### config.mk
export PLATFORM = sky130hd
export DESIGN_NAME = ssr_host
export DESIGN_NICKNAME = d
export VERILOG_FILES = /design/src/common/ssr_pkg.sv /design/src/common/ssr_pin_if.sv /design/src/verilog/ssr_host.sv /design/src/verilog/ssr_pin_sync.sv
export SDC_FILE = /design/constraint.sdc
export NUM_CORES = 1
export LEC_CHECK = 0
export BUFFER_PORTS_ARGS = -buffer_cell sky130_fd_sc_hd__buf_2
export CAP_MARGIN = 0
export CORE_ASPECT_RATIO = 2
export CORE_MARGIN = 3
export CORE_UTILIZATION = 45
export CTS_CLUSTER_DIAMETER = 60
export DETAILED_ROUTE_END_ITERATION = 12
export PLACE_DENSITY = 0.81
export SLEW_MARGIN = 20
export SYNTH_ARGS = -nofsm -noshare
export SYNTH_HDL_FRONTEND = slang
export SYNTH_SLANG_ARGS = --single-unit
export TNS_END_PERCENT = 20
### constraint.sdc
create_clock -name clk -period 1.65 [get_ports clk]
set_clock_uncertainty 0.2 [all_clocks]
set_input_delay 0.165 -clock clk [delete_from_list [all_inputs] [get_ports clk]]
set_output_delay 0.165 -clock clk [all_outputs]
set_load 0.01 [all_outputs]
### src/common/ssr_pkg.sv
package ssr_pkg;
   // ------------------------------------------------------------
   // Widths
   // ------------------------------------------------------------
   localparam int DATA_W = 16;
   localparam int WADDR_W = 20;
   localparam int BADDR_W = 21;
   localparam int BYTE_W = 8;
   localparam int CNT_W = 3;
   localparam int SYNC_STAGES = 2;
   localparam int ADDR_PIN_BIT = 15;
   localparam logic [DATA_W-1:0] OE_NONE = 16'h0000;
   localparam logic [DATA_W-1:0] OE_LOW = 16'h00FF;
   localparam logic [DATA_W-1:0] OE_HIGH = 16'hFF00;
   localparam logic [DATA_W-1:0] OE_LSB_PIN = 16'h8000;
   localparam logic [DATA_W-1:0] DATA_ZERO = 16'h0000;
   localparam logic [WADDR_W-1:0] ADDR_ZERO = 20'h00000;

   // ------------------------------------------------------------
   // Timing, slowest speed grade
   // ------------------------------------------------------------
   localparam int CLK_PERIOD_NS = 50;
   localparam int T_RC_NS = 55;
   localparam int T_WP_NS = 45;
   localparam int T_OHZ_NS = 20;
   function automatic int ceilCyc(input int ns);
      int c;
      c = (ns + CLK_PERIOD_NS - 1) / CLK_PERIOD_NS;
      return (c < 1) ? 1 : c;
   endfunction : ceilCyc
   localparam int RD_CYC = ceilCyc(T_RC_NS);
   localparam int WP_CYC = ceilCyc(T_WP_NS);
   localparam int TURN_CYC = ceilCyc(T_OHZ_NS);
   localparam logic [CNT_W-1:0] RD_WAIT = CNT_W'(RD_CYC + SYNC_STAGES);
   localparam logic [CNT_W-1:0] WP_WAIT = CNT_W'(WP_CYC);
   localparam logic [CNT_W-1:0] TURN_WAIT = CNT_W'(TURN_CYC);
   localparam logic [CNT_W-1:0] CNT_ONE = 3'h1;
   localparam logic [CNT_W-1:0] CNT_ZERO = 3'h0;

   // ------------------------------------------------------------
   // Controller states
   // ------------------------------------------------------------
   typedef enum logic [2:0] {
      ST_IDLE = 3'b000,
      ST_RD_ACC = 3'b001,
      ST_RD_CAP = 3'b010,
      ST_WR_SETUP = 3'b011,
      ST_WR_PULSE = 3'b100,
      ST_WR_HOLD = 3'b101,
      ST_TURN = 3'b110
   } ssr_state_t;
endpackage : ssr_pkg

### src/common/ssr_pin_if.sv
`timescale 1ns/1ps
interface ssr_pin_if;
   logic [ssr_pkg::DATA_W-1:0] raw;
   logic [ssr_pkg::DATA_W-1:0] synced;
   modport sync (input raw, output synced);
   modport core (output raw, input synced);
endinterface : ssr_pin_if

### src/verilog/ssr_host.sv
`timescale 1ns/1ps
module ssr_host
(
   input wire logic clk,
   input wire logic arst_n,
   input wire logic cfgByteMode,
   input wire logic reqValid,
   input wire logic reqWrite,
   input wire logic [ssr_pkg::BADDR_W-1:0] reqAddr,
   input wire logic [ssr_pkg::DATA_W-1:0] reqData,
   input wire logic reqLowLane,
   input wire logic reqHighLane,
   output logic reqReady,
   output logic rspValid,
   output logic [ssr_pkg::DATA_W-1:0] rspData,
   output logic widthSelectN,
   output logic selectN,
   output logic selectHigh,
   output logic storeStrobeN,
   output logic driveEnableN,
   output logic lowLaneN,
   output logic highLaneN,
   output logic [ssr_pkg::WADDR_W-1:0] wordAddressPins,
   input wire logic [ssr_pkg::DATA_W-1:0] dataPinsIn,
   output logic [ssr_pkg::DATA_W-1:0] dataPinsOut,
   output logic [ssr_pkg::DATA_W-1:0] dataPinsOe
);
   import ssr_pkg::*;

   // ------------------------------------------------------------
   // Decoding helpers
   // ------------------------------------------------------------
   // Lane selects, active low; byte width forces both low
   function automatic logic [1:0] laneSelN(input logic byteM,
                                           input logic lo,
                                           input logic hi);
      return byteM ? 2'b00 : {~hi, ~lo};
   endfunction : laneSelN

   // Data bits that belong to the selected lanes; byte width gives the low lane only
   function automatic logic [DATA_W-1:0] laneMask(input logic byteM,
                                                  input logic [1:0] selN);
      logic [DATA_W-1:0] m;
      m = OE_NONE;
      if (byteM)
         m = OE_LOW;
      else
      begin
         if (!selN[0])
            m = m | OE_LOW;
         if (!selN[1])
            m = m | OE_HIGH;
      end
      return m;
   endfunction : laneMask

   // ------------------------------------------------------------
   // Pin synchroniser
   // ------------------------------------------------------------
   ssr_pin_if pinIf ();
   assign pinIf.raw = dataPinsIn;

   ssr_pin_sync uSync
   (
      .clk(clk),
      .arst_n(arst_n),
      .pins(pinIf)
   );

   // ------------------------------------------------------------
   // Width strap, caught once after reset release
   // ------------------------------------------------------------
   logic strapDone_r;
   logic widthSelN_r;
   logic byteMode;

   always_ff @(posedge clk or negedge arst_n)
   begin
      if (!arst_n)
      begin
         strapDone_r <= 1'b0;
         widthSelN_r <= 1'b1;
      end
      else if (!strapDone_r)
      begin
         strapDone_r <= 1'b1;
         widthSelN_r <= ~cfgByteMode;
      end
   end

   assign byteMode = ~widthSelN_r;
   assign widthSelectN = widthSelN_r;

   // ------------------------------------------------------------
   // Sequencer
   // ------------------------------------------------------------
   ssr_state_t state_r;
   ssr_state_t state_nxt;
   logic [CNT_W-1:0] cnt_r;
   logic [CNT_W-1:0] cnt_nxt;
   logic accept;
   logic [1:0] laneReqN;
   logic [1:0] laneN_r;
   logic [DATA_W-1:0] mask_r;

   assign accept = reqValid && reqReady && strapDone_r;
   assign laneReqN = laneSelN(byteMode, reqLowLane, reqHighLane);

   always_comb
   begin
      state_nxt = state_r;
      cnt_nxt = (cnt_r == CNT_ZERO) ? CNT_ZERO : cnt_r - CNT_ONE;
      unique case (state_r)
         ST_IDLE:
            if (accept)
            begin
               state_nxt = reqWrite ? ST_WR_SETUP : ST_RD_ACC;
               cnt_nxt = reqWrite ? WP_WAIT : RD_WAIT;
            end
         ST_RD_ACC:
            if (cnt_r == CNT_ONE)
               state_nxt = ST_RD_CAP;
         ST_RD_CAP:
         begin
            state_nxt = ST_TURN;
            cnt_nxt = TURN_WAIT;
         end
         ST_WR_SETUP:
         begin
            // Count is held here so the pulse gets its full length
            state_nxt = ST_WR_PULSE;
            cnt_nxt = cnt_r;
         end
         ST_WR_PULSE:
            if (cnt_r == CNT_ONE)
               state_nxt = ST_WR_HOLD;
         ST_WR_HOLD:
            state_nxt = ST_IDLE;
         ST_TURN:
            if (cnt_r <= CNT_ONE)
               state_nxt = ST_IDLE;
         default:
            state_nxt = ST_IDLE;
      endcase
   end

   always_ff @(posedge clk or negedge arst_n)
   begin
      if (!arst_n)
      begin
         state_r <= ST_IDLE;
         cnt_r <= CNT_ZERO;
      end
      else
      begin
         state_r <= state_nxt;
         cnt_r <= cnt_nxt;
      end
   end

   // ------------------------------------------------------------
   // Memory control strobes
   // ------------------------------------------------------------
   // Deselect between accesses keeps the part in standby
   always_ff @(posedge clk or negedge arst_n)
   begin
      if (!arst_n)
      begin
         selectN <= 1'b1;
         selectHigh <= 1'b0;
         storeStrobeN <= 1'b1;
         driveEnableN <= 1'b1;
         lowLaneN <= 1'b1;
         highLaneN <= 1'b1;
      end
      else
      begin
         selectN <= !(state_nxt inside {ST_RD_ACC, ST_RD_CAP,
                      ST_WR_SETUP, ST_WR_PULSE});
         selectHigh <= state_nxt inside {ST_RD_ACC, ST_RD_CAP,
                       ST_WR_SETUP, ST_WR_PULSE};
         storeStrobeN <= (state_nxt != ST_WR_PULSE);
         // Output drive only in reads, so writes never fight it
         driveEnableN <= !(state_nxt inside {ST_RD_ACC,
                           ST_RD_CAP});
         if (accept)
         begin
            lowLaneN <= laneReqN[0];
            highLaneN <= laneReqN[1];
         end
         else if (state_nxt == ST_IDLE || state_nxt == ST_TURN)
         begin
            lowLaneN <= !byteMode;
            highLaneN <= !byteMode;
         end
      end
   end

   // ------------------------------------------------------------
   // Address and host data drive
   // ------------------------------------------------------------
   always_ff @(posedge clk or negedge arst_n)
   begin
      if (!arst_n)
      begin
         wordAddressPins <= ADDR_ZERO;
         dataPinsOut <= DATA_ZERO;
         dataPinsOe <= OE_NONE;
         laneN_r <= 2'h3;
         mask_r <= OE_NONE;
      end
      else
      begin
         if (accept)
         begin
            laneN_r <= laneReqN;
            mask_r <= laneMask(byteMode, laneReqN);
            // Address changes on the same edge as the selects, never later
            wordAddressPins <= byteMode ? reqAddr[BADDR_W-1:1]
                               : reqAddr[WADDR_W-1:0];
            if (byteMode)
               dataPinsOut <= {reqAddr[0], 7'h00,
                               reqData[BYTE_W-1:0]};
            else
               dataPinsOut <= reqData;
         end
         unique case (state_nxt)
            ST_WR_SETUP, ST_WR_PULSE, ST_WR_HOLD:
               dataPinsOe <= byteMode ? (OE_LOW | OE_LSB_PIN)
                             : laneMask(byteMode,
                                        laneN_r);
            ST_RD_ACC, ST_RD_CAP:
               dataPinsOe <= byteMode ? OE_LSB_PIN : OE_NONE;
            default:
               dataPinsOe <= OE_NONE;
         endcase
         if (accept && reqWrite)
            dataPinsOe <= OE_NONE;
      end
   end

   // ------------------------------------------------------------
   // Read return
   // ------------------------------------------------------------
   // Synced data lags the pins by two edges, covered by RD_WAIT
   always_ff @(posedge clk or negedge arst_n)
   begin
      if (!arst_n)
      begin
         rspValid <= 1'b0;
         rspData <= DATA_ZERO;
      end
      else
      begin
         rspValid <= (state_r == ST_RD_CAP);
         if (state_r == ST_RD_CAP)
            rspData <= pinIf.synced & mask_r;
      end
   end

   always_ff @(posedge clk or negedge arst_n)
   begin
      if (!arst_n)
         reqReady <= 1'b0;
      else
         reqReady <= (state_nxt == ST_IDLE) && !accept && strapDone_r;
   end
endmodule : ssr_host

### src/verilog/ssr_pin_sync.sv
`timescale 1ns/1ps
module ssr_pin_sync
(
   input wire logic clk,
   input wire logic arst_n,
   ssr_pin_if.sync pins
);
   import ssr_pkg::*;

   // ------------------------------------------------------------
   // Two-stage capture of the asynchronous data pins
   // ------------------------------------------------------------
   logic [DATA_W-1:0] meta_r;
   logic [DATA_W-1:0] stable_r;

   // First stage feeds only the second stage
   always_ff @(posedge clk or negedge arst_n)
   begin
      if (!arst_n)
      begin
         meta_r <= DATA_ZERO;
         stable_r <= DATA_ZERO;
      end
      else
      begin
         meta_r <= pins.raw;
         stable_r <= meta_r;
      end
   end

   assign pins.synced = stable_r;
endmodule : ssr_pin_sync
**Word level (Yosys, flattened, before mapping)**

Cells that the tools add are included.

- Add/sub/neg operators: 1
- Magnitude comparators: 1
- Reduce and logical (&&, ||, !) cells: 17
- Multiplexer cells: 25
- Bitwise operators: 4
- Equality and inequality tests: 13

Operators with widths:

| kind | number |
|---|---|
| $mux W16 | 7 |
| $pmux W16 S2 | 1 |
| $mux W3 | 7 |
| $mux W20 | 1 |
| $pmux W3 S6 | 1 |
| $and A16 B16 Y16 | 1 |
| $mux W8 | 2 |
| $eq A3 B3 Y1 const B | 5 |
| $eq A3 B2 Y1 const B | 4 |
| $eq A3 B1 Y1 const B | 3 |
| $logic_not A3 Y1 | 3 |
| $pmux W3 S3 | 1 |
| $logic_and A1 B1 Y1 | 5 |
| $mux W2 | 2 |
| $reduce_bool A2 Y1 | 2 |
| $reduce_bool A4 Y1 | 1 |
| $le A3 B1 Y1 const B | 1 |
| $logic_not A1 Y1 | 3 |
| $mux W1 | 3 |
| $ne A3 B3 Y1 const B | 1 |
| $not A1 Y1 | 3 |
| $reduce_or A3 Y1 | 1 |
| $sub A3 B1 Y3 const B | 1 |
| $reduce_or A2 Y1 | 1 |
| $logic_or A1 B1 Y1 | 1 |

- Register bits: 134
- Input bits: 60

**Depth between registers and ports, before layout**

- Depth in word-level cells: 8
- Mapped depth: 5
- Depth with buffers taken out: 5

**Hierarchy**

Synthesis repeated with hierarchy kept, for this count alone.

- Cell total of the unflattened synthesis: 383
- Area total of the unflattened synthesis: 4154.0 µm²

By module, submodules not included:

| module | cells an instance | times used | area an instance (µm²) |
|---|---|---|---|
| ssr_host | 351 | 1 | 3353.2 |
| ssr_pin_sync | 32 | 1 | 800.8 |

**Least setup slack after synthesis**

OpenSTA, ideal clock, no wires.

- Path type: register -> register
- Start point: register widthSelN_r (netlist: widthSelectN)
- End point: register lowLaneN
- Clock period less this slack: 1620 ps
- Library setup time: 62 ps
- Stages on the path, launching flop included: 5
- Path buffers: 1
- Slack: 30 ps
- Arrival time: 1358 ps
- Cells stage by stage: dfstp_2 -> buf_2 -> inv_1 -> or4_4 -> nand3_2

- Longest elaborated chain between the ends: 2
- Elaborated cells on any way between the ends: 3
- Those cells by class: mux (3)

RTL lines:

| element | line | RTL |
|---|---|---|
| start, declared | ssr_host.sv:74 | `logic widthSelN_r;` |
| start signal, assigned | ssr_host.sv:87 | `widthSelN_r <= ~cfgByteMode;` |
| $mux W1 or $mux W2 (tied branches) | ssr_host.sv:191, ssr_host.sv:37 |  |
| $mux W1 (*) | ssr_host.sv:186 | `if (accept)` |
| end signal, assigned | ssr_host.sv:188 | `lowLaneN <= laneReqN[0];` |
| end signal, assigned | ssr_host.sv:193 | `lowLaneN <= !byteMode;` |
| end, declared | ssr_host.sv:21 | `output logic lowLaneN,` |

Every way passes the cells marked *; elsewhere a longest branch is shown, timed or not. The select of a mux whose other input is x is not followed.
A chain may end at the register's enable or synchronous reset.

**Final worst setup path**

- Start point: register cnt_r[1]
- End point: register cnt_r[0]

- Longest elaborated chain between the ends: 4

RTL lines:

| element | line | RTL |
|---|---|---|
| start, declared | ssr_host.sv:99 | `logic [CNT_W-1:0] cnt_r;` |
| start signal, assigned | ssr_host.sv:157 | `cnt_r <= cnt_nxt;` |
| $logic_not A3 Y1 (*) | ssr_host.sv:112 | `cnt_nxt = (cnt_r == CNT_ZERO) ? CNT_ZERO : cnt_r - CNT_ONE;` |
| $mux W3 (*) | ssr_host.sv:112 |  |
| $mux W3 | ssr_host.sv:115 | `if (accept)` |
| $pmux W3 S3 (*) | ssr_host.sv:113 | `unique case (state_r)` |

Every way passes the cells marked *; elsewhere a longest branch is shown, timed or not.

==> parameters.txt <==
Parameter                              Value

Placed design
  Last weighted congestion value of the routability-driven placer ... 0.828
  Count of port buffers added during placement ... 136
  Sum of net half-perimeters after detailed placement ... 7.01 mm

Power and ir drop
  Sum of internal, switching and leakage power ... 0.00944 W
  Cell leakage power ... 3.08 nW
  Worst ir drop on vdd ... 0.000864 V
  Power Dens Cells ... 1590 nW/um^2

Run
  Number of max-cap violations ... 0

STA
  Min cycle time layout ... 1.61 ns
  Period utilization ... 0.975
  Worst slack on hold paths ... 0.0738 ns
  Highest clock rate ... 621 MHz
  Unrepaired setup endpoints after global routing ... yes
  Final-report setup violation count ... 0
  Number of endpoints with negative hold slack in the final report ... 0
  Final max-slew violation count ... 0

Synth
  Number of register bits inferred by synthesis ... 107
  Cell area after technology mapping ... 4250 sq um
  Synth Warn # ... 0
  Commonest cells in the synthesized netlist ... sky130_fd_sc_hd__nand2_1 (103), sky130_fd_sc_hd__dfrtp_1 (99), sky130_fd_sc_hd__o21ai_0 (25)
  Area share of and/or/nand/nor cells after synthesis ... 0.147
  Most instantiated flip-flop cell in the synthesis netlist ... sky130_fd_sc_hd__dfrtp_1
  Post-synthesis share of cell area spent on full adders, half adders and majority gates ... 0.00589
  Gate Count Post-Synth ... 378
  Synthesized net count ... 440
  Area leader, netlist ... sky130_fd_sc_hd__dfrtp_1
  Main combinational cell family by area after synthesis ... simple AND/OR/NAND/NOR gates
  Share of the synthesized area in the top cell type ... 0.583
  Cells taking the most area after synthesis ... sky130_fd_sc_hd__dfrtp_1 (58%), sky130_fd_sc_hd__nand2_1 (9.1%), sky130_fd_sc_hd__mux2i_1 (5.7%)
  Synth cell types ... 45
  Number of flops mapped to enable cells by yosys ... 0
  Xor-xnor portion of the synthesized cell area ... 0
  Multiplexer share of the synthesized area ... 0.0565
  Proportion of synthesized flip-flops having asynchronous set or reset ... 1.00
  Synth Area in Compound Gates ... 0.0968
  Cell with the most instances after synthesis ... sky130_fd_sc_hd__nand2_1
  Syn_area_per_cell ... 11.2 sq um
  Post-synthesis sequential area ratio ... 0.632

Clocking
  Number of buffers created by CTS ... 9
  Buffer cell driving the clock tree root ... sky130_fd_sc_hd__clkbuf_16
  CTS max path bufs ... 2
  Setup Buffers After CTS ... 0
  TritonCTS clock tree ... built
  H-tree depth ... 3
  Clock transition at path regs ... 0.07 ns
  Clk Latency, worst-skew pair ... 0.34 ns
  Clk sinks ... 107

Global routing
  Global-route total usage across every layer ... 0.217
  Number of antenna violations at the first check in global routing ... 1
  Vias in the first global route ... 3,669
  Largest net degree at the start of global routing ... 49
  GR Overflow Total ... 0
  Wire length of the first global-routing pass ... 17.7 mm

Drt
  Sum of routed wire segments on met1 ... 3.74 mm
  Remaining design rule violation count ... 0
  Final antenna-violating net count ... 0
  Total Routed Length ... 11.0 mm
  Detailed Routing Iterations Pass 1 ... 4
  Routed wire length on met3 ... 663 um
  Max Used Layer ... met4
  Number of vias after detailed routing ... 3,479
  Starting DRT DRC Count ... 194
  Avg Vias per Cell ... 5.17
  Wire length on met2 ... 6.14 mm
  WL per Instance ... 16.3 um

Final layout
  Fraction of layout cells with a size suffix above 1 ... 0.347
  Final Util ... 0.656
  Count of fill cells added during filler insertion ... 671
  Area grow syn2layout ... 40.0%
  Register cell area after layout ... 2690 sq um
  Area taken by multi-input logic gates ... 1310 sq um
  Nets ... 626

Floorplan
  Area of the core region ... 9070 sq um
  Die outline height ... 143 um
  Number of core rows ... 49
  I/O pin total ... 137
  DIE AREA ... 10,700 sq um
  Initial Utilization ... 0.469
  Die W ... 74.7 um

Critical path
  Classification of the worst setup path ... reg2reg
  Maximum fanout encountered on the critical timing path ... 2
  Kind of capture point of the worst setup path ... flop
  Critical Path Start Type ... flop
  Worst endpoint data arrival time ... 1.64 ns
  Reg-to-reg setup timing slack ... 0.04 ns
  Critical path data required time ... 1.68 ns

Hold path
  Min-delay worst type ... in2async

Outcome
  Result of the run ... finished, final reports clean
==> worst paths after layout <==
path,startpoint,end,depth (start not counted)
min reg2reg,uSync.meta_r[7]$_DFF_PN0_,uSync.pins.synced[7]$_DFF_PN0_,0
max,cnt_r[1]$_DFFE_PN0N_,cnt_r[0]$_DFFE_PN0N_,5
max reg2reg,cnt_r[1]$_DFFE_PN0N_,cnt_r[0]$_DFFE_PN0N_,5
min in group clk,reqValid,laneN_r[1]$_DFFE_PN1P_,4
max in group asynchronous,arst_n,dataPinsOut[7]$_DFFE_PN0P_,3
min,arst_n,selectHigh$_DFF_PN0_,2
==> final cells by class <==
class                           count  share of cell area
Inverter                            7             0.00441
Clock inverter                      6              0.0132
Sequential cell                   107               0.452
Multi-Input combinational cell    229               0.221
Timing Repair Buffer              210               0.250
Antenna cell                        3             0.00126
Clock buffer                        9              0.0378
Tap cell                          102              0.0214
==> through the flow <==
step,worst slack (ns),TNS [ns],instance area [sq um],instances
2_1_floorplan,0.0300,0,4250,378
3_3_place_gp,0.122,0,5020,596
4_1_cts,0.0300,0,5940,670
5_1_grt,-0.00542,-0.00542,5950,671
3_5_place_dp,0.0542,0,5020,596
6_report,0.0409,0,5950,673
==> cells by family (layout without fill, tap and decap cells) <==
logic type | Yosys count | in the layout
AOI/OAI and AO/OA | 62 | 62
adders and majority gates | 2 | 2
buffers and inverters | 42 | 232
DFF | 107 | 107
muxes | 24 | 24
other | 1 | 4
and+or+nand+nor | 140 | 140
==> worst max-delay path, cell delays in order, from the launching register on <==
cell and delay [ns]:
sky130_fd_sc_hd__dfrtp_1 0.39, sky130_fd_sc_hd__or2_2 0.31, sky130_fd_sc_hd__inv_1 0.06, sky130_fd_sc_hd__ha_1 0.14, sky130_fd_sc_hd__a211oi_1 0.06, sky130_fd_sc_hd__o32a_1 0.34
==> what timing repair did <==
item | 4_1_cts | 5_1_grt
gates resized for setup | 0 | 2
cloned | 1 | 0
endpoints found under the hold margin | 166 | 0
setup endpoints to repair | 1 | 3
hold buffers | 58 | 0
==> report_power, final <==
group | internal (W) | total [W] | switching (W)
clock network | 0.00120 | 0.00219 | 0.000984
logic | 0.00141 | 0.00325 | 0.00184
registers | 0.00350 | 0.00400 | 0.000506
==> state kept, by name, indices dropped and copies added (netlist names), 2 cells and up <==
signal and cells:
dataPinsOut 16, rspData 16, state_r 3, wordAddressPins 20
laneN_r 2, dataPinsOe 3, uSync.pins.synced 16, cnt_r 3
uSync.meta_r 16, mask_r 2
==> placed cells by master (no fill, tap or decap), types with 3 or more instances in the layout <==
master | Yosys | routed
sky130_fd_sc_hd__o21ai_1 | 3 | 3
sky130_fd_sc_hd__dfrtp_1 | 99 | 99
sky130_fd_sc_hd__nand3_2 | 2 | 3
sky130_fd_sc_hd__inv_1 | 7 | 7
sky130_fd_sc_hd__dfstp_2 | 8 | 8
sky130_fd_sc_hd__clkbuf_16 | 0 | 9
sky130_fd_sc_hd__nor3_1 | 3 | 3
sky130_fd_sc_hd__dlygate4sd3_1 | 0 | 58
sky130_fd_sc_hd__nand2_1 | 103 | 103
sky130_fd_sc_hd__o211ai_1 | 3 | 3
sky130_fd_sc_hd__nor2_1 | 4 | 4
sky130_fd_sc_hd__a21oi_1 | 4 | 4
sky130_fd_sc_hd__mux2i_1 | 24 | 24
sky130_fd_sc_hd__o21ai_0 | 25 | 25
sky130_fd_sc_hd__nor2b_1 | 3 | 3
sky130_fd_sc_hd__buf_2 | 10 | 134
sky130_fd_sc_hd__o21ai_2 | 13 | 13
sky130_fd_sc_hd__diode_2 | 0 | 3
sky130_fd_sc_hd__buf_12 | 0 | 6
sky130_fd_sc_hd__nand3_1 | 12 | 11
sky130_fd_sc_hd__buf_4 | 15 | 11
==> per-layer routing <==
layer	vias up	global-route usage
met4	0	0.100
met1	1683	0.221
met2	140	0.398
met5	-	0
li1	1624	-
met3	32	0.0546
No activity file was read; power rests on OpenSTA's default activity.
